### src/pkg/asl_regs.svh
// Register map, field positions, codes and reset values of the axis software limit block
`ifndef ASL_REGS_SVH
`define ASL_REGS_SVH

// ----------------------------------------------------------------------------
// Register offsets (byte addresses)
// ----------------------------------------------------------------------------
`define ASL_ADDR_W        8
`define ASL_OFF_ENV       8'h00
`define ASL_OFF_PLIM      8'h04
`define ASL_OFF_NLIM      8'h08
`define ASL_OFF_CMD       8'h0c
`define ASL_OFF_STAT      8'h10
`define ASL_OFF_POS       8'h14
`define ASL_OFF_IRQS      8'h18
`define ASL_OFF_IRQM      8'h1c
`define ASL_OFF_SPEED     8'h20

// ----------------------------------------------------------------------------
// Compare setup fields
// ----------------------------------------------------------------------------
`define ASL_C1SEL_MSB     1
`define ASL_C1SEL_LSB     0
`define ASL_C1S_MSB       4
`define ASL_C1S_LSB       2
`define ASL_C1D_MSB       6
`define ASL_C1D_LSB       5
`define ASL_C2SEL_MSB     9
`define ASL_C2SEL_LSB     8
`define ASL_C2S_MSB       12
`define ASL_C2S_LSB       10
`define ASL_C2D_MSB       14
`define ASL_C2D_LSB       13
`define ASL_SEL_CMDPOS    2'h0
`define ASL_METHOD_SWLIM  3'h6
`define ASL_ACT_IMMED     2'h1
`define ASL_ACT_DECEL     2'h2

// ----------------------------------------------------------------------------
// Command register fields and codes
// ----------------------------------------------------------------------------
`define ASL_CMD_CODE_MSB  7
`define ASL_CMD_CODE_LSB  0
`define ASL_CMD_DIR_BIT   8
`define ASL_CMD_CSTART_P  8'h50
`define ASL_CMD_CSTART_N  8'h51
`define ASL_CMD_HSTART_A  8'h52
`define ASL_CMD_HSTART_B  8'h53
`define ASL_CMD_STOP      8'h49

// ----------------------------------------------------------------------------
// Speed register fields, status and interrupt bits, reset values
// ----------------------------------------------------------------------------
`define ASL_SPD_TGT_MSB   15
`define ASL_SPD_TGT_LSB   0
`define ASL_SPD_STR_MSB   31
`define ASL_SPD_STR_LSB   16
`define ASL_ST_RUN        0
`define ASL_ST_DECEL      1
`define ASL_ST_DIR        2
`define ASL_ST_PLIM       3
`define ASL_ST_NLIM       4
`define ASL_IRQ_W         4
`define ASL_IRQ_PSTOP     0
`define ASL_IRQ_NSTOP     1
`define ASL_IRQ_REFUSE    2
`define ASL_IRQ_IDLE      3
`define ASL_RST_ENV       32'h0000_0000
`define ASL_RST_SPEED     32'h03e8_0064
`define ASL_RST_WORD      32'h0000_0000

`endif

### src/pkg/asl_pkg.sv
// Types shared by the axis software limit block
`default_nettype none
package asl_pkg;
  typedef logic [31:0] asl_word_t;
  typedef logic [15:0] asl_per_t;
  typedef enum logic [1:0] {
    asl_idle,
    asl_run,
    asl_decel
  } asl_state_t;
endpackage
`default_nettype wire

### src/rtl/asl_limit_cmp.sv
// One software limit comparator against the command position counter
`timescale 1ns/1ps
`default_nettype none
`include "asl_regs.svh"
module asl_limit_cmp #(
  parameter int POS_W    = 32,
  parameter bit POSITIVE = 1'b1
) (
  input  wire logic signed [POS_W-1:0] pos_i,
  input  wire logic signed [POS_W-1:0] limit_i,
  input  wire logic        [2:0]       method_i,
  input  wire logic        [1:0]       sel_i,
  output logic                         active_o
);
  wire enabled;
  wire reached;

  // Only the command position counter may feed a software limit
  assign enabled  = (sel_i == `ASL_SEL_CMDPOS) && (method_i == `ASL_METHOD_SWLIM); // see RULE1
  // Combinational so that a stop lands before the next pulse at any rate
  assign reached  = POSITIVE ? (pos_i >= limit_i) : (pos_i <= limit_i); // see RULE10
  assign active_o = enabled && reached;
endmodule
`default_nettype wire

### src/rtl/asl_top.sv
// Axis software limit block with APB registers, pulse output and interrupt
//
// Contract
// RULE1: both comparators watch command position counter
// RULE2: halt decided by comparator and travel direction
// RULE3: method 110 makes comparator one positive limit
// RULE4: method 110 makes comparator two negative limit
// RULE5: comparator one action: 01 immediate, 10 decelerate
// RULE6: comparator two action: 01 immediate, 10 decelerate
// RULE7: high-speed start with decel action decelerates
// RULE8: constant-speed start or other action stops immediately
// RULE9: start toward active limit refused, opposite allowed
// RULE10: positive at pos>=value, negative at pos<=value
`timescale 1ns/1ps
`default_nettype none
`include "asl_regs.svh"
module asl_top #(
  parameter int POS_W = 32
) (
  input  wire logic                 clock_i,
  input  wire logic                 rst_n_i,
  input  wire logic                 psel_i,
  input  wire logic                 penable_i,
  input  wire logic                 pwrite_i,
  input  wire logic [7:0]           paddr_i,
  input  wire asl_pkg::asl_word_t   pwdata_i,
  output asl_pkg::asl_word_t        prdata_o,
  output logic                      pready_o,
  output logic                      pslverr_o,
  output logic                      pulse_o,
  output logic                      dir_o,
  output logic                      moving_o,
  output logic                      irq_o
);
  import asl_pkg::*;

  generate
    if (POS_W < 8 || POS_W > 32) begin : g_bad_width
      $error("asl_top: POS_W must lie between 8 and 32");
    end
  endgenerate

  // --------------------------------------------------------------------------
  // State
  // --------------------------------------------------------------------------
  asl_word_t               env_reg;
  logic signed [POS_W-1:0] plim_reg;
  logic signed [POS_W-1:0] nlim_reg;
  logic signed [POS_W-1:0] pos_reg;
  logic signed [POS_W-1:0] pos_next;
  asl_word_t               speed_reg;
  logic [`ASL_IRQ_W-1:0]   irq_sts_reg;
  logic [`ASL_IRQ_W-1:0]   irq_sts_next;
  logic [`ASL_IRQ_W-1:0]   irq_mask_reg;
  asl_state_t              state_reg;
  asl_state_t              state_next;
  logic                    dir_reg;
  logic                    hs_reg;
  asl_per_t                per_reg;
  asl_per_t                per_next;
  asl_per_t                tick_reg;
  logic                    pulse_reg;
  asl_word_t               prdata_reg;
  logic                    pslverr_reg;

  // --------------------------------------------------------------------------
  // APB decode
  // --------------------------------------------------------------------------
  wire apb_setup = psel_i && !penable_i;
  wire apb_wr    = psel_i && penable_i && pwrite_i;
  wire sel_env   = (paddr_i == `ASL_OFF_ENV);
  wire sel_plim  = (paddr_i == `ASL_OFF_PLIM);
  wire sel_nlim  = (paddr_i == `ASL_OFF_NLIM);
  wire sel_cmd   = (paddr_i == `ASL_OFF_CMD);
  wire sel_stat  = (paddr_i == `ASL_OFF_STAT);
  wire sel_pos   = (paddr_i == `ASL_OFF_POS);
  wire sel_irqs  = (paddr_i == `ASL_OFF_IRQS);
  wire sel_irqm  = (paddr_i == `ASL_OFF_IRQM);
  wire sel_speed = (paddr_i == `ASL_OFF_SPEED);
  wire mapped    = sel_env || sel_plim || sel_nlim || sel_cmd || sel_stat ||
                   sel_pos || sel_irqs || sel_irqm || sel_speed;

  // --------------------------------------------------------------------------
  // Comparators
  // --------------------------------------------------------------------------
  logic pos_act;
  logic neg_act;

  asl_limit_cmp #(.POS_W(POS_W), .POSITIVE(1'b1)) u_cmp_pos (
    .pos_i    (pos_reg),
    .limit_i  (plim_reg),
    .method_i (env_reg[`ASL_C1S_MSB:`ASL_C1S_LSB]),   // see RULE3
    .sel_i    (env_reg[`ASL_C1SEL_MSB:`ASL_C1SEL_LSB]),
    .active_o (pos_act)
  );

  asl_limit_cmp #(.POS_W(POS_W), .POSITIVE(1'b0)) u_cmp_neg (
    .pos_i    (pos_reg),
    .limit_i  (nlim_reg),
    .method_i (env_reg[`ASL_C2S_MSB:`ASL_C2S_LSB]),   // see RULE4
    .sel_i    (env_reg[`ASL_C2SEL_MSB:`ASL_C2SEL_LSB]),
    .active_o (neg_act)
  );

  // --------------------------------------------------------------------------
  // Commands and limit response
  // --------------------------------------------------------------------------
  wire [7:0] code      = pwdata_i[`ASL_CMD_CODE_MSB:`ASL_CMD_CODE_LSB];
  wire       cmd_dir   = pwdata_i[`ASL_CMD_DIR_BIT];
  wire       cmd_wr    = apb_wr && sel_cmd;
  wire       is_hs     = (code == `ASL_CMD_HSTART_A) || (code == `ASL_CMD_HSTART_B);
  wire       is_cs     = (code == `ASL_CMD_CSTART_P) || (code == `ASL_CMD_CSTART_N);
  wire       is_start  = cmd_wr && (is_hs || is_cs) && (state_reg == asl_idle);
  wire       toward    = cmd_dir ? neg_act : pos_act;
  wire       start_ok  = is_start && !toward;                    // see RULE9
  wire       refused   = is_start && toward;                     // see RULE9
  wire       stop_cmd  = cmd_wr && (code == `ASL_CMD_STOP);
  wire [1:0] c1_act    = env_reg[`ASL_C1D_MSB:`ASL_C1D_LSB];
  wire [1:0] c2_act    = env_reg[`ASL_C2D_MSB:`ASL_C2D_LSB];
  // Positive travel is guarded by comparator one, negative by comparator two
  wire       hit_lim   = dir_reg ? neg_act : pos_act;            // see RULE2
  wire [1:0] hit_act   = dir_reg ? c2_act : c1_act;              // see RULE5, RULE6
  wire       decel_sel = hs_reg && (hit_act == `ASL_ACT_DECEL);  // see RULE7
  wire       lim_run   = (state_reg == asl_run) && hit_lim;
  wire       lim_decel = lim_run && decel_sel;                   // see RULE7
  // Immediate code, unused codes and constant-speed runs all stop at once
  wire       lim_immed = lim_run && !decel_sel;                  // see RULE8
  wire       moving    = (state_reg != asl_idle);
  wire       halt_now  = lim_immed || (moving && stop_cmd);
  wire [16:0] tick_inc = {1'b0, tick_reg} + 17'h0_0001;
  wire       tick_wrap = (tick_inc >= {1'b0, per_reg});
  wire       fire      = moving && !halt_now && tick_wrap;
  wire asl_per_t tgt_per = speed_reg[`ASL_SPD_TGT_MSB:`ASL_SPD_TGT_LSB];
  wire asl_per_t str_per = speed_reg[`ASL_SPD_STR_MSB:`ASL_SPD_STR_LSB];
  wire       decel_end = (state_reg == asl_decel) && fire && (per_reg >= str_per);

  always_comb begin
    state_next = state_reg;
    case (state_reg)
      asl_idle: begin
        if (start_ok) begin
          state_next = asl_run;
        end
      end
      asl_run: begin
        if (halt_now) begin
          state_next = asl_idle;
        end else if (lim_decel) begin
          state_next = asl_decel;
        end
      end
      asl_decel: begin
        if (stop_cmd || decel_end) begin
          state_next = asl_idle;
        end
      end
      default: begin
        state_next = asl_idle;
      end
    endcase
  end

  // Speed ramp: high-speed runs start slow and step toward the target
  always_comb begin
    per_next = per_reg;
    if (start_ok) begin
      per_next = (is_hs && str_per > tgt_per) ? str_per : tgt_per;
    end else if (fire && state_reg == asl_decel) begin
      per_next = per_reg + 16'h0001;
    end else if (fire && hs_reg && per_reg > tgt_per) begin
      per_next = per_reg - 16'h0001;
    end
  end

  // Position follows every issued pulse; software may preset it only at rest
  always_comb begin
    pos_next = pos_reg;
    if (fire) begin
      pos_next = dir_reg ? pos_reg - 1'b1 : pos_reg + 1'b1;     // see RULE1
    end else if (apb_wr && sel_pos && !moving) begin
      pos_next = pwdata_i[POS_W-1:0];
    end
  end

  // --------------------------------------------------------------------------
  // Interrupt status: an event in the clearing cycle survives
  // --------------------------------------------------------------------------
  wire [`ASL_IRQ_W-1:0] irq_ev;
  wire [`ASL_IRQ_W-1:0] irq_clr;
  assign irq_ev[`ASL_IRQ_PSTOP]  = lim_run && !dir_reg;
  assign irq_ev[`ASL_IRQ_NSTOP]  = lim_run && dir_reg;
  assign irq_ev[`ASL_IRQ_REFUSE] = refused;
  assign irq_ev[`ASL_IRQ_IDLE]   = moving && (state_next == asl_idle);
  assign irq_clr = (apb_wr && sel_irqs) ? pwdata_i[`ASL_IRQ_W-1:0] : '0;
  assign irq_sts_next = (irq_sts_reg & ~irq_clr) | irq_ev;

  // --------------------------------------------------------------------------
  // Read mux
  // --------------------------------------------------------------------------
  wire asl_word_t stat_word = asl_word_t'({neg_act, pos_act, dir_reg,
                              (state_reg == asl_decel), moving});
  wire asl_word_t rd_data =
    sel_plim  ? asl_word_t'($unsigned(plim_reg)) :
    sel_nlim  ? asl_word_t'($unsigned(nlim_reg)) :
    sel_stat  ? stat_word :
    sel_pos   ? asl_word_t'($unsigned(pos_reg)) :
    sel_irqs  ? asl_word_t'(irq_sts_reg) :
    sel_irqm  ? asl_word_t'(irq_mask_reg) :
    sel_speed ? speed_reg : `ASL_RST_WORD;

  // --------------------------------------------------------------------------
  // Registers
  // --------------------------------------------------------------------------
  always_ff @(posedge clock_i or negedge rst_n_i) begin
    if (!rst_n_i) begin
      env_reg   <= `ASL_RST_ENV;
      plim_reg  <= '0;
      nlim_reg  <= '0;
      speed_reg <= `ASL_RST_SPEED;
      irq_mask_reg <= '0;
    end else if (apb_wr) begin
      if (sel_env) env_reg <= pwdata_i;
      if (sel_plim) plim_reg <= pwdata_i[POS_W-1:0];
      if (sel_nlim) nlim_reg <= pwdata_i[POS_W-1:0];
      if (sel_speed) speed_reg <= pwdata_i;
      if (sel_irqm) irq_mask_reg <= pwdata_i[`ASL_IRQ_W-1:0];
    end
  end

  always_ff @(posedge clock_i or negedge rst_n_i) begin
    if (!rst_n_i) begin
      state_reg   <= asl_idle;
      dir_reg     <= 1'b0;
      hs_reg      <= 1'b0;
      per_reg     <= '0;
      tick_reg    <= '0;
      pulse_reg   <= 1'b0;
      pos_reg     <= '0;
      irq_sts_reg <= '0;
    end else begin
      state_reg   <= state_next;
      per_reg     <= per_next;
      pos_reg     <= pos_next;
      pulse_reg   <= fire;
      irq_sts_reg <= irq_sts_next;
      tick_reg    <= (!moving || start_ok || tick_wrap) ? '0 : tick_inc[15:0];
      if (start_ok) begin
        dir_reg <= cmd_dir;
        hs_reg  <= is_hs;
      end
    end
  end

  // Read data is captured in the setup cycle so it comes from a flop
  always_ff @(posedge clock_i or negedge rst_n_i) begin
    if (!rst_n_i) begin
      prdata_reg  <= `ASL_RST_WORD;
      pslverr_reg <= 1'b0;
    end else if (apb_setup) begin
      prdata_reg  <= pwrite_i ? `ASL_RST_WORD : rd_data;
      pslverr_reg <= !mapped;
    end
  end

  assign prdata_o  = prdata_reg;
  assign pslverr_o = pslverr_reg;
  assign pready_o  = 1'b1;
  assign pulse_o   = pulse_reg;
  assign dir_o     = dir_reg;
  assign moving_o  = moving;
  assign irq_o     = |(irq_sts_reg & irq_mask_reg);
endmodule
`default_nettype wire

### config.mk
export PLATFORM = sky130hd
export DESIGN_NAME = asl_top
export DESIGN_NICKNAME = d
export VERILOG_FILES = /design/src/pkg/asl_pkg.sv /design/src/rtl/asl_limit_cmp.sv /design/src/rtl/asl_top.sv
export VERILOG_INCLUDE_DIRS = /design/src /design/src/pkg
export SDC_FILE = /design/constraint.sdc
export NUM_CORES = 1
export LEC_CHECK = 0
export ABC_CLOCK_PERIOD_IN_PS = 9230
export BUFFER_PORTS_ARGS = -buffer_cell sky130_fd_sc_hd__buf_2
export CAP_MARGIN = 30
export CELL_PAD_IN_SITES_DETAIL_PLACEMENT = 1
export CELL_PAD_IN_SITES_GLOBAL_PLACEMENT = 1
export CORE_MARGIN = 5
export CORE_UTILIZATION = 53
export DETAILED_ROUTE_END_ITERATION = 10
export MAX_ROUTING_LAYER = met4
export PLACE_DENSITY = 0.85
export SLEW_MARGIN = 30
export SYNTH_ARGS = -nofsm -noshare
export SYNTH_HDL_FRONTEND = slang
export SYNTH_HIERARCHICAL = 1
export SYNTH_SLANG_ARGS = --single-unit
### constraint.sdc
create_clock -name clock_i -period 9.23 [get_ports clock_i]
set_clock_uncertainty 0.05 [all_clocks]
set_input_delay 0.923 -clock clock_i [delete_from_list [all_inputs] [get_ports clock_i]]
set_output_delay 0.923 -clock clock_i [all_outputs]
set_load 0.02 [all_outputs]
# Word level (Yosys, flattened, before mapping)
# Index checks and enable logic that the tools add are counted.
dict set report classes {
  n_addsub 5
  magnitude_cmp 6
  n_eq_ne 18
  mux 25
  n_bitwise 4
  n_reduce_logical 67
}
# cell n
set op_table {}
lappend op_table {{$mux 32} 11}
lappend op_table {{$mux 16} 5}
lappend op_table {{$eq 8x7->1 const B} 5}
lappend op_table {{$add 32x1->32 const B} 1}
lappend op_table {{$eq 8x5->1 const B} 4}
lappend op_table {{$ge 32x32->1} 1}
lappend op_table {{$gt 16x16->1} 2}
lappend op_table {{$le 32x32->1} 1}
lappend op_table {{$sub 32x1->32 const B} 1}
lappend op_table {{$logic_and 1x1->1} 31}
lappend op_table {{$add 16x1->17 const B} 1}
lappend op_table {{$ge 17x16->1} 1}
lappend op_table {{$add 16x1->16 const B} 1}
lappend op_table {{$eq 8x4->1 const B} 2}
lappend op_table {{$ge 16x16->1} 1}
lappend op_table {{$sub 16x1->16 const B} 1}
lappend op_table {{$logic_or 1x1->1} 15}
lappend op_table {{$mux 2} 5}
lappend op_table {{$reduce_and 2->1} 5}
lappend op_table {{$and 4x4->4} 2}
lappend op_table {{$eq 8x3->1 const B} 1}
lappend op_table {{$eq 8x6->1 const B} 1}
lappend op_table {{$logic_not 2->1} 4}
lappend op_table {{$logic_not 8->1} 1}
lappend op_table {{12 further kinds} 22}
dict set report word_totals {
  ff_bits 221
  output_inout_bits 38
}

# Longest topological paths before layout
# Gate-level depths: netlist (run 1).
dict set report depth {
  depth_word 18
  mapped_depth 23
  mapped_depth_nobuf 23
}

# Modules after synthesis
# Netlist (run 1), hierarchy kept.
# module instances cells_each area_per_inst_um2
set modules_own_cells {}
lappend modules_own_cells {asl_top 1 1411 14047.2}
lappend modules_own_cells {{asl_limit_cmp at u_cmp_neg} 1 118 842.1}
lappend modules_own_cells {{asl_limit_cmp at u_cmp_pos} 1 117 812.0}

# Worst setup path before layout (run 1)
# OpenSTA, ideal clock, no wires.
dict set report synth_timing {
  path_kind {flip-flop to flip-flop}
  start {register pos_reg[5]}
  end {register per_reg[15]}
  setup_time_ps 87
  t_arrival_ps 4901
  required_time_ps 9093
  setup_slack_ps 4193
  stages_incl_launch_ff 22
  n_path_buf 0
  period_less_slack_ps 5037
  path_cell_list {dfrtp_1 -> ha_1 -> a21o_1 -> a221o_1 -> a221oi_2 -> a31oi_1 -> or3_1 -> nand2_1 -> nand2_1 -> a21oi_1 -> a21o_1 -> a21oi_4 -> nand2b_1 -> ha_1 -> a211o_1 -> a211o_1 -> a2111o_1 -> nand2_1 -> o2111ai_1 -> and3_1 -> o211a_1 -> a211oi_2}
}
dict set report synth_via {
  elab_chain_cells 12
  elab_cells_between_ends 20
  classes_between {order compare (2); mux (4); reduce/logical (14)}
}
# element line
set synth_rtl {}
lappend synth_rtl {{start: declaration} asl_top.sv:49} ;# logic signed [POS_W-1:0] pos_reg;
lappend synth_rtl {{start signal: assignment} asl_top.sv:243} ;# pos_reg <= pos_next;
lappend synth_rtl {{$le 32x32->1 (*)} asl_limit_cmp.sv:21} ;# assign reached = POSITIVE ? (pos_i >= limit_i) : (pos_i <= limit_i);
lappend synth_rtl {{$logic_and 1x1->1 (*)} asl_limit_cmp.sv:22} ;# assign active_o = enabled && reached;
lappend synth_rtl {{named net neg_act} asl_top.sv:87} ;# logic neg_act;
lappend synth_rtl {{$mux 1} asl_top.sv:121} ;# wire hit_lim = dir_reg ? neg_act : pos_act;
lappend synth_rtl {{$logic_and 1x1->1} asl_top.sv:124} ;# wire lim_run = (state_reg == asl_run) && hit_lim;
lappend synth_rtl {{$logic_and 1x1->1} asl_top.sv:127} ;# wire lim_immed = lim_run && !decel_sel;
lappend synth_rtl {{$logic_or 1x1->1} asl_top.sv:129} ;# wire halt_now = lim_immed || (moving && stop_cmd);
lappend synth_rtl {{$logic_not 1->1} asl_top.sv:132} ;# wire fire = moving && !halt_now && tick_wrap;
lappend synth_rtl {{$logic_and 1x1->1 (2 in a row)} asl_top.sv:132}
lappend synth_rtl {{$logic_and 1x1->1 (on tied branches)} {asl_top.sv:168, asl_top.sv:170}}
lappend synth_rtl {{$mux 16 or $logic_and 1x1->1 (tied branches)} {asl_top.sv:168, asl_top.sv:170}}
lappend synth_rtl {{$mux 16 or $reduce_bool 3->1 (tied branches)} n/a}
lappend synth_rtl {{end signal: assignment} asl_top.sv:242} ;# per_reg <= per_next;
lappend synth_rtl {{end: declaration} asl_top.sv:59} ;# asl_per_t per_reg;
# The timed path passes the listed nets; every way through them passes the cells marked *.
# A chain may end at the register's enable or synchronous reset.

# Worst setup path in the final report (run 1)
dict set report layout_timing {
  start {register plim_reg[31]}
  end {register per_reg[15]}
}
dict set report layout_via {
  elab_chain_cells 12
  elab_cells_between_ends 18
  classes_between {order compare (1); mux (4); reduce/logical (13)}
}
# element line
set layout_rtl {}
lappend layout_rtl {{start: declaration} asl_top.sv:47} ;# logic signed [POS_W-1:0] plim_reg;
lappend layout_rtl {{start signal: assignment} asl_top.sv:223} ;# if (sel_plim) plim_reg <= pwdata_i[POS_W-1:0];
lappend layout_rtl {{$ge 32x32->1 (*)} asl_limit_cmp.sv:21}
lappend layout_rtl {{$logic_and 1x1->1 (*)} asl_limit_cmp.sv:22}
lappend layout_rtl {{named net pos_act} asl_top.sv:86} ;# logic pos_act;
lappend layout_rtl {{$mux 1} asl_top.sv:121}
lappend layout_rtl {{$logic_and 1x1->1} asl_top.sv:124}
lappend layout_rtl {{$logic_and 1x1->1} asl_top.sv:127}
lappend layout_rtl {{$logic_or 1x1->1} asl_top.sv:129}
lappend layout_rtl {{$logic_not 1->1} asl_top.sv:132}
lappend layout_rtl {{$logic_and 1x1->1 (2 in a row)} asl_top.sv:132}
lappend layout_rtl {{$logic_and 1x1->1 (on tied branches)} {asl_top.sv:168, asl_top.sv:170}}
lappend layout_rtl {{$mux 16 or $logic_and 1x1->1 (tied branches)} {asl_top.sv:168, asl_top.sv:170}}
lappend layout_rtl {{$mux 16 or $reduce_bool 3->1 (tied branches)} n/a}
# Marked as above.

==> impl.org, run 1 <==
** Outcome
- Status :: finished, final reports clean

** Clock tree
- Cts repair resizes :: 0
- The later pin in the worst-skew pair is clocked with a latency of 0.55 ns.
- The longest clock path from root to sink contains 3 buffers.
- The tree is rooted in a clkbuf_16.
- Num Clock Sinks :: 220
- TritonCTS built the clock tree.
- The number of hold buffers added after CTS was 0.
- Maximum level of the CTS H-tree :: 1
- Clock transition time at the flip-flop clock pins of the worst setup and hold paths :: 0.06 ns
- Count of buffers added by post-CTS timing repair for setup :: 0
- Total CTS buffers :: 27

** Pwr
- The analysis attributes to cell leakage a power of 8.602 nW.
- The worst-case IR drop observed on VDD is 0.1284 mV.
- In this run the power density over the cells is 132.5 nW/um2.
- Power comes to 2.303 mW.

** Floorplan
- Die ar. :: 33,170 um2
- The floorplan step set the die width to 182.1 um.
- Ports :: 83
- Count of standard-cell rows :: 63
- The die is 182.1 um tall.
- Core area :: 29,480 um2
- Once the floorplan was initialized, standard cells occupied 53.26% of the core.

** Worst setup path
- Worst endpoint required time :: 9.64 ns
- Endpoint kind of the worst setup timing path :: flop
- Critical path, cell by cell :: inv_1 > ha_1 > nand4_1 > nor4_1 > a211oi_2 > xnor2_1 > a21oi_1 > nand2_1 > a21oi_1 > a21o_1 > a21oi_4 > nand2b_1 > ha_1 > a211o_1 > a211o_1 > a2111o_1 > nand2_1 > o2111ai_1 > and3_1 > o211a_1 > a211oi_2
- Cell type of the slowest stage on the worst timing path :: nor4_1
- CP Data Arrival Time :: 6.85 ns
- Along the worst path, the maximum fanout reaches 17.
- The critical path is of the reg -> reg type.
- Highest cell delay on the worst timing path :: 0.88 ns
- Critical path startpoint category :: flop

** Route
- # DRC :: 0
- In the routed layout, each cell is associated on average with a via count of 6.471.
- Detailed routing inserted a total of 13.67k vias.
- The first detailed-routing pass ran for 5 iterations.
- Routed WL per cell :: 25.08 um
- The count of nets left with antenna violations once routing finished came out at 0.
- Number of DRC markers after the initial detailed-route iteration :: 1,011
- Total Routed Length :: 52,990 um

** Yosys
- Synth area leader :: dfrtp_1
- Multiplexer fraction of the synthesized cell area :: 11.75%
- After Yosys synthesis, and, or, nand and nor cells account for 13.00% of the synthesized area.
- For this run, the leading register cell type out of synthesis is dfrtp_1.
- Compound-Gate Fraction of Synth Area :: 18.20%
- For this run, the number of Yosys warnings is 6.
- By area, the combinational part of the netlist is dominated by compound AO/OA/AOI/OAI gates.
- The synthesized design contains 0 enable-type register cells.
- Gate count of the mapped netlist :: 1,646
- The number of nets handed over by synthesis was 1,868.
- Share of the synthesized area in the top cell type :: 33.63%
- The synthesized netlist contains 94 unique library cells.
- In this run, synthesis produced a sequential element count of 220.
- By area the synthesized netlist is led by dfrtp_1 (34%), ha_1 (14%), mux2_1 (6.0%).
- The synthesized netlist devotes 14.20% of its cell area to adder and majority cells.
- Sequential element share of the synthesized area :: 35.13%
- The synthesized netlist devotes 2.566% of its cell area to XOR and XNOR gates.
- Share of flip-flops with an asynchronous set or reset :: 100.0%
- Mean area per synthesized cell :: 9.539 um2
- Netlist Area Pre-Place :: 15,700 um2

** Layout
- From synthesis to final layout, the design area changed by 10.69%.
- Fill cell total of the finished layout :: 3,356
- For this run, the post-layout net count is 1,924.
- Commonest cells after routing, fill and taps aside :: dfrtp_1 (211), ha_1 (175), nand2_1 (140)
- Post-route non-filler standard cell count :: 2,113
- The post-route netlist has 12.78% of its cells at a drive strength greater than 1.
- Most common library cell in the layout ignoring fill and taps :: dfrtp_1
- Fin util :: 58.95%

** STA
- Based on the critical path, the design can be clocked at up to 155.4 MHz.
- Sum of negative setup slack :: 0 ns
- The smallest clock period supported by the final layout is computed as 6.436 ns.
- The total count of hold-check failures in the final report is 0.
- Headroom to the max-slew limit came out at 28.29%.
- Fraction of the cycle the final worst path needs :: 69.72%
- Slew @ Worst Pin :: 1.066 ns
- Setup repair after global routing missed its margin :: false
- Setup violations remaining at the end of the flow were counted as 0.
- The max-slew violation count came to 0.

** Global route
- The first global-routing pass estimated 83,840 um of wire.
- Pin count of the biggest net entering global routing :: 95
- Number of antenna violations at the first check in global routing :: 1
- For this run the aggregate overflow at the end of global routing stands at 0.
- Number of global-route vias before repair :: 15.01k
- Overall routing resource usage :: 32.40%

** Placed design
- Input/output buffers :: 81
- Final GP Congestion :: 0.9146
- Counting tap cells, the placed design contains a total of 2,063 instances.
- The HPWL after detailed placement is 38,120 um.

** Worst hold path
- The path class of the tightest hold or removal check is in -> async.

** Flow run
- MaxCap Viol Count :: 0
-- area by class of cell --
cell class	instances	area (um2)	share of cell area [%]
well taps	390	488.0	2.808
multi-input cells	1226	9418	54.19
inverters	132	495.5	2.851
diodes	1	2.502	0.01440
clock buffers	39	780.7	4.492
clock inverters	10	153.9	0.8855
flip-flops and latches	220	5517	31.74
repair buffers	95	524.3	3.017
-- synthesized netlist by cell type, types with 11 or more instances --
library cell / number
o211ai_1: 11
inv_1: 130
xnor2_1: 27
dfrtp_1: 211
a21o_1: 30
ha_1: 175
nand2_1: 140
buf_2: 16
nor3_1: 20
nor2b_1: 26
o21a_1: 12
a221o_1: 32
xor2_1: 19
nand4_1: 29
a211oi_1: 16
a21oi_1: 114
o31ai_1: 12
o21ai_0: 29
nand3_1: 38
nor2_1: 101
nand2b_1: 15
o21ai_1: 36
mux2_2: 39
o41ai_1: 27
clkbuf_1: 47
mux2i_1: 47
mux2_1: 83
-- power breakdown --
part           internal [mW]  total (mW)  switching [mW]
registers              0.983        1.00          0.0207
clock network          0.696        1.13           0.438
logic                 0.0596       0.165           0.106
total                   1.74        2.30           0.564
-- critical path: cells and delay by family, from the launching register on --
kind            cells  cell delay [ns]
flops               1             0.38
simple gates        6             2.17
compound gates     11             2.68
buf+inv             1             0.08
fa+ha+maj           2             0.74
xor+xnor            1             0.24
-- kinds of logic (layout without fill, tap and decap cells) --
kind of cell / Yosys count / count (layout)
buffers and inverters: 200 / 276
xor gates and xnor gates: 46 / 46
AOI/OAI and AO/OA: 408 / 408
DFF: 220 / 220
other: 1 / 2
and+or+nand+nor: 425 / 425
muxes: 169 / 169
adders and majority gates: 177 / 177
-- stage by stage --
step	hold WS (ns)	worst slack [ns]	instance area, um2
floorplan	0.3921	4.193	15700
global placement	0.4036	3.416	16420
detailed placement	0.4098	3.250	16440
CTS	0.3891	3.115	17370
global route	0.4124	2.666	17380
finish	0.3447	2.794	17380
-- path summary, 6_finish.rpt --
path	from	endpoint	slack, ns	cells past startpoint
worst max-delay path	plim_reg[31]	per_reg[15]	2.79	21
worst min-delay path	rst_n_i	nlim_reg[18]	0.34	1
worst max register to register	plim_reg[31]	per_reg[15]	2.79	21
worst min register to register	prdata_o[29]	prdata_o[29]	0.43	2
max in group asynchronous	rst_n_i	nlim_reg[28]	7.58	2
min in group clock_i	prdata_o[29]	prdata_o[29]	0.43	2
-- metal layers --
layer / global-route usage [%] / routed length [um] / up-vias
li1: - / - / 6139
met1: 37.98 / 21170 / 6924
met2: 55.52 / 26460 / 452
met3: 5.402 / 3124 / 158
met4: 13.30 / 2240 / 0
met5: - / 0 / -
No activity file was read; power rests on OpenSTA's default activity.
==> run 2, diff against run 1 <==
--- a/config.mk
+++ b/config.mk
@@ -6,16 +6,16 @@
 export SDC_FILE = /design/constraint.sdc
 export NUM_CORES = 1
 export LEC_CHECK = 0
-export ABC_CLOCK_PERIOD_IN_PS = 9230
+export ABC_CLOCK_PERIOD_IN_PS = 6100
 export BUFFER_PORTS_ARGS = -buffer_cell sky130_fd_sc_hd__buf_2
 export CAP_MARGIN = 30
 export CELL_PAD_IN_SITES_DETAIL_PLACEMENT = 1
 export CELL_PAD_IN_SITES_GLOBAL_PLACEMENT = 1
 export CORE_MARGIN = 5
-export CORE_UTILIZATION = 53
+export CORE_UTILIZATION = 49
 export DETAILED_ROUTE_END_ITERATION = 10
 export MAX_ROUTING_LAYER = met4
-export PLACE_DENSITY = 0.85
+export PLACE_DENSITY = 0.79
 export SLEW_MARGIN = 30
 export SYNTH_ARGS = -nofsm -noshare
 export SYNTH_HDL_FRONTEND = slang
==> constraint.sdc (replaced) <==
create_clock -name clock_i -period 6.1 [get_ports clock_i]
set_clock_uncertainty 0.05 [all_clocks]
set_input_delay 0.61 -clock clock_i [delete_from_list [all_inputs] [get_ports clock_i]]
set_output_delay 0.61 -clock clock_i [all_outputs]
set_load 0.02 [all_outputs]
==> run 2 against run 1 <==
  * Non-clock buffer count is 5 higher
  * Sequential power grew 52%
  * Sequential share of layout area is 0.21 points lower
  * First-iteration DRC count is 18% lower
  * Clock power grew 55%
  * Critical endpoint unchanged
==> impl.org, run 2 (synthesized netlist as in run 1, its figures left out) <==
** Worst setup path
- Worst endpoint required time :: 6.45 ns (was 9.64 ns)
- The critical path launch point type is a flop (unchanged).
- Maximum fanout encountered on the critical timing path :: 9 (was 17)
- Critical setup path kind :: reg -> reg (unchanged)
- Endpoint kind of the worst setup timing path :: flop (unchanged)
- CP Data Arrival Time :: 6.09 ns (was 6.85 ns)

** STA
- The clock period minus final worst setup slack came to 5.740 ns (was 6.436 ns).
- The final setup TNS was 0 ns (unchanged).
- Achievable clock frequency :: 174.2 MHz (was 155.4 MHz)
- The final setup violation count is 0 (unchanged).
- The headroom to the max-slew limit was 30.70% (was 28.29%).
- Fraction of the cycle the final worst path needs :: 94.10% (was 69.72%)
- Final Hold Viols :: 0 (unchanged)
- Slew @ Worst Pin :: 1.037 ns (was 1.066 ns)
- Setup repair after global routing missed its margin :: false (unchanged)
- The max-slew violation count came to 0 (unchanged).

** Floorplan
- The number of primary I/O pins was 83 (unchanged).
- The placeable core area came to 31,640 um2 (was 29,480 um2).
- The number of cell rows is 65 (was 63).
- The chip height was 189.0 um (was 182.1 um).
- Chip width :: 189.0 um (was 182.1 um)
- The floorplan die area came to 35,720 um2 (was 33,170 um2).
- Effective utilization at floorplan :: 49.63% (was 53.26%)

** Global route
- The met3 capacity usage during global routing came to 5.605% (was 5.402%).
- The number of antenna violations at the first check in global routing was 3 (was 1).
- Wire length of the first global-routing pass :: 83,610 um (was 83,840 um)
- The met1 usage in global routing came to 35.57% (was 37.98%).
- The remaining global-route overflow is 0 (unchanged).
- The most used routing layer in global routing is met2 (unchanged).
- Pin count of the biggest net entering global routing :: 79 (was 95)
- Overall routing resource usage :: 30.35% (was 32.40%)
- GR Layer Usage met2 :: 51.08% (was 55.52%)
- The via count of the first global-routing pass is 14.79k (was 15.01k).

** Layout
- Commonest cells after routing, fill and taps aside: dfrtp_1 (211), ha_1 (175), nand2_1 (140) (unchanged).
- # nets final :: 1,930 (was 1,924)
- The most common library cell in the layout ignoring fill and taps is dfrtp_1 (unchanged).
- The fraction of layout instances using a drive strength above 1 is 13.29% (was 12.78%).
- The synthesis-to-finish area growth came to 11.42% (was 10.69%).
- The post-layout instance count excluding filler cells came to 2,135 (was 2,113).

** Clock tree
- Clock transition time at the flip-flop clock pins of the worst setup and hold paths :: 0.06 ns (about the same)
- Clk root buf :: clkbuf_16 (unchanged)
- The deepest level of the CTS H-tree was 1 (unchanged).
- Total CTS buffers :: 28 (was 27)
- The number of sinks on the clock net came to 220 (unchanged).
- Clock tree from TritonCTS :: built (unchanged)
- Number of buffers between clock root and the deepest sink :: 3 (unchanged)
- Worst-Skew Late Latency :: 0.56 ns (was 0.55 ns)

** Route
- The first-pass iteration count of the detailed router was 5 (unchanged).
- Via count normalized by instance count :: 6.369 (was 6.471)
- The routed via count came to 13.60k (was 13.67k).
- The remaining design rule violation count came to 0 (unchanged).
- The aggregate routed wire length was 53,340 um (was 52,990 um).
- The violation count after the first detailed-route iteration is 834 (was 1,011).
- Routed WL per cell :: 24.98 um (was 25.08 um)
- Antenna Nets Post-Route :: 0 (unchanged)

** Worst hold path
- The class of the tightest hold or removal check is in -> reg (was in -> async).

** Placed design
- The count of input and output buffers was 81 (unchanged).
- Final GP Congestion :: 0.9644 (was 0.9146)
- DP Wirelength :: 38,620 um (was 38,120 um)
- Placed Cells incl. Taps :: 2,079 (was 2,063)

** Pwr
- Power Dens Cells :: 200.9 nW/um2 (was 132.5 nW/um2)
- Share of power burned in combinational logic :: 7.2% (about the same)
- Sw power :: 0.8777 mW (was 0.5642 mW)
- Clk pwr share :: 49.7% (was 49.2%)
- Internal power :: 2.636 mW (was 1.739 mW)
- The worst supply voltage drop on vdd came to 0.2072 mV (was 0.1284 mV).
- The sequential share of power was 43.2% (was 43.6%).
- The switching share of power is 24.98% (was 24.50%).
- The static leakage power was 8.641 nW (was 8.602 nW).

** Outcome
- Status: finished, final reports clean (unchanged).

** Flow run
- MaxCap Viol Count :: 0 (unchanged)
[run 2: cell count changes in the layout (fill, tap and decap cells not counted), moves of 2 or more]
| cell | before | now |
|---|---|---|
| buf_4 | 13 | 16 |
| clkbuf_16 | 27 | 29 |
| diode_2 | 1 | 3 |
| clkinv_4 | 0 | 2 |
| clkbuf_1 | 6 | 3 |
| clkinvlp_4 | 0 | 3 |
[run 2: power by group through the flow]
| stage | registers [mW] | clock network, mW | logic [mW] |
|---|---|---|---|
| 6_report | 1.52 | 1.75 | 0.252 |
| 3_3_place_gp | 1.54 | 0 | 0.236 |
| 2_1_floorplan | 1.53 | 0 | 0.131 |
| 3_5_place_dp | 1.54 | 0 | 0.248 |
| 5_1_grt | 1.52 | 1.84 | 0.279 |
| 4_1_cts | 1.52 | 1.77 | 0.251 |
[run 2: final timing paths]
| check | start | endpoint | slack [ns] | depth (start not counted) |
|---|---|---|---|---|
| worst max-delay path | pos_reg[5] | per_reg[15] | 0.36 | 22 |
| worst min-delay path | pwdata_i[20] | plim_reg[20] | 0.27 | 2 |
| worst max register to register | pos_reg[5] | per_reg[15] | 0.36 | 22 |
| worst min register to register | prdata_o[29] | prdata_o[29] | 0.42 | 2 |
| max in group asynchronous | rst_n_i | nlim_reg[8] | 4.31 | 3 |
| min in group asynchronous | rst_n_i | pulse_o | 0.54 | 2 |
[run 2: worst max-delay path, stage by stage, from the launching register on]
cell,delay [ns]
dfrtp_1,0.44
ha_1,0.34
a21o_1,0.19
a221o_1,0.37
a221oi_2,0.31
a31oi_1,0.13
or3_1,0.41
nand2_1,0.16
nand2_1,0.10
a21oi_1,0.28
a21o_1,0.21
a21oi_4,0.05
nand2b_1,0.33
buf_4,0.25
ha_1,0.28
o21a_1,0.16
a211o_1,0.32
a2111o_1,0.43
nand2_1,0.09
o2111ai_1,0.15
and3_1,0.22
o21ai_0,0.22
a211oi_2,0.10
[run 2: metrics by stage]
step	power, mW	setup WS (ns)	hold WS (ns)	utilization, %	cell area, um2
2_1_floorplan	1.666	1.063	0.2644	-	15700
3_3_place_gp	1.776	0.4300	0.4001	52.06	16470
3_5_place_dp	1.790	0.2554	0.4101	52.09	16480
4_1_cts	3.538	0.1072	0.2513	55.21	17470
5_1_grt	3.636	0.008622	0.2730	55.30	17490
6_report	3.514	0.3597	0.2668	55.30	17490
[run 2: layout make-up]
| type | count | area [um2] |
|---|---|---|
| clock buffers | 37 | 805.8 |
| well taps | 402 | 503.0 |
| clock inverters | 15 | 171.4 |
| diodes | 3 | 7.507 |
| fillers | 3620 | 14140 |
| multi-input cells | 1226 | 9427 |
| flip-flops and latches | 220 | 5517 |
| inverters | 132 | 495.5 |
| repair buffers | 100 | 568.0 |
[run 2: repair_timing]
item                       in CTS  in global routing
resized for setup               0                  2
setup endpoints to repair       0                  8
hold buffers                    1                  0
hold endpoints to repair       22                  0
buffers inserted                0                  0
[run 2: layer usage]
metal,vias to the layer above,share of wire [%]
met5,-,0
met4,0,5.3
met1,6910,41
met3,153,5.6
li1,6145,-
met2,390,48
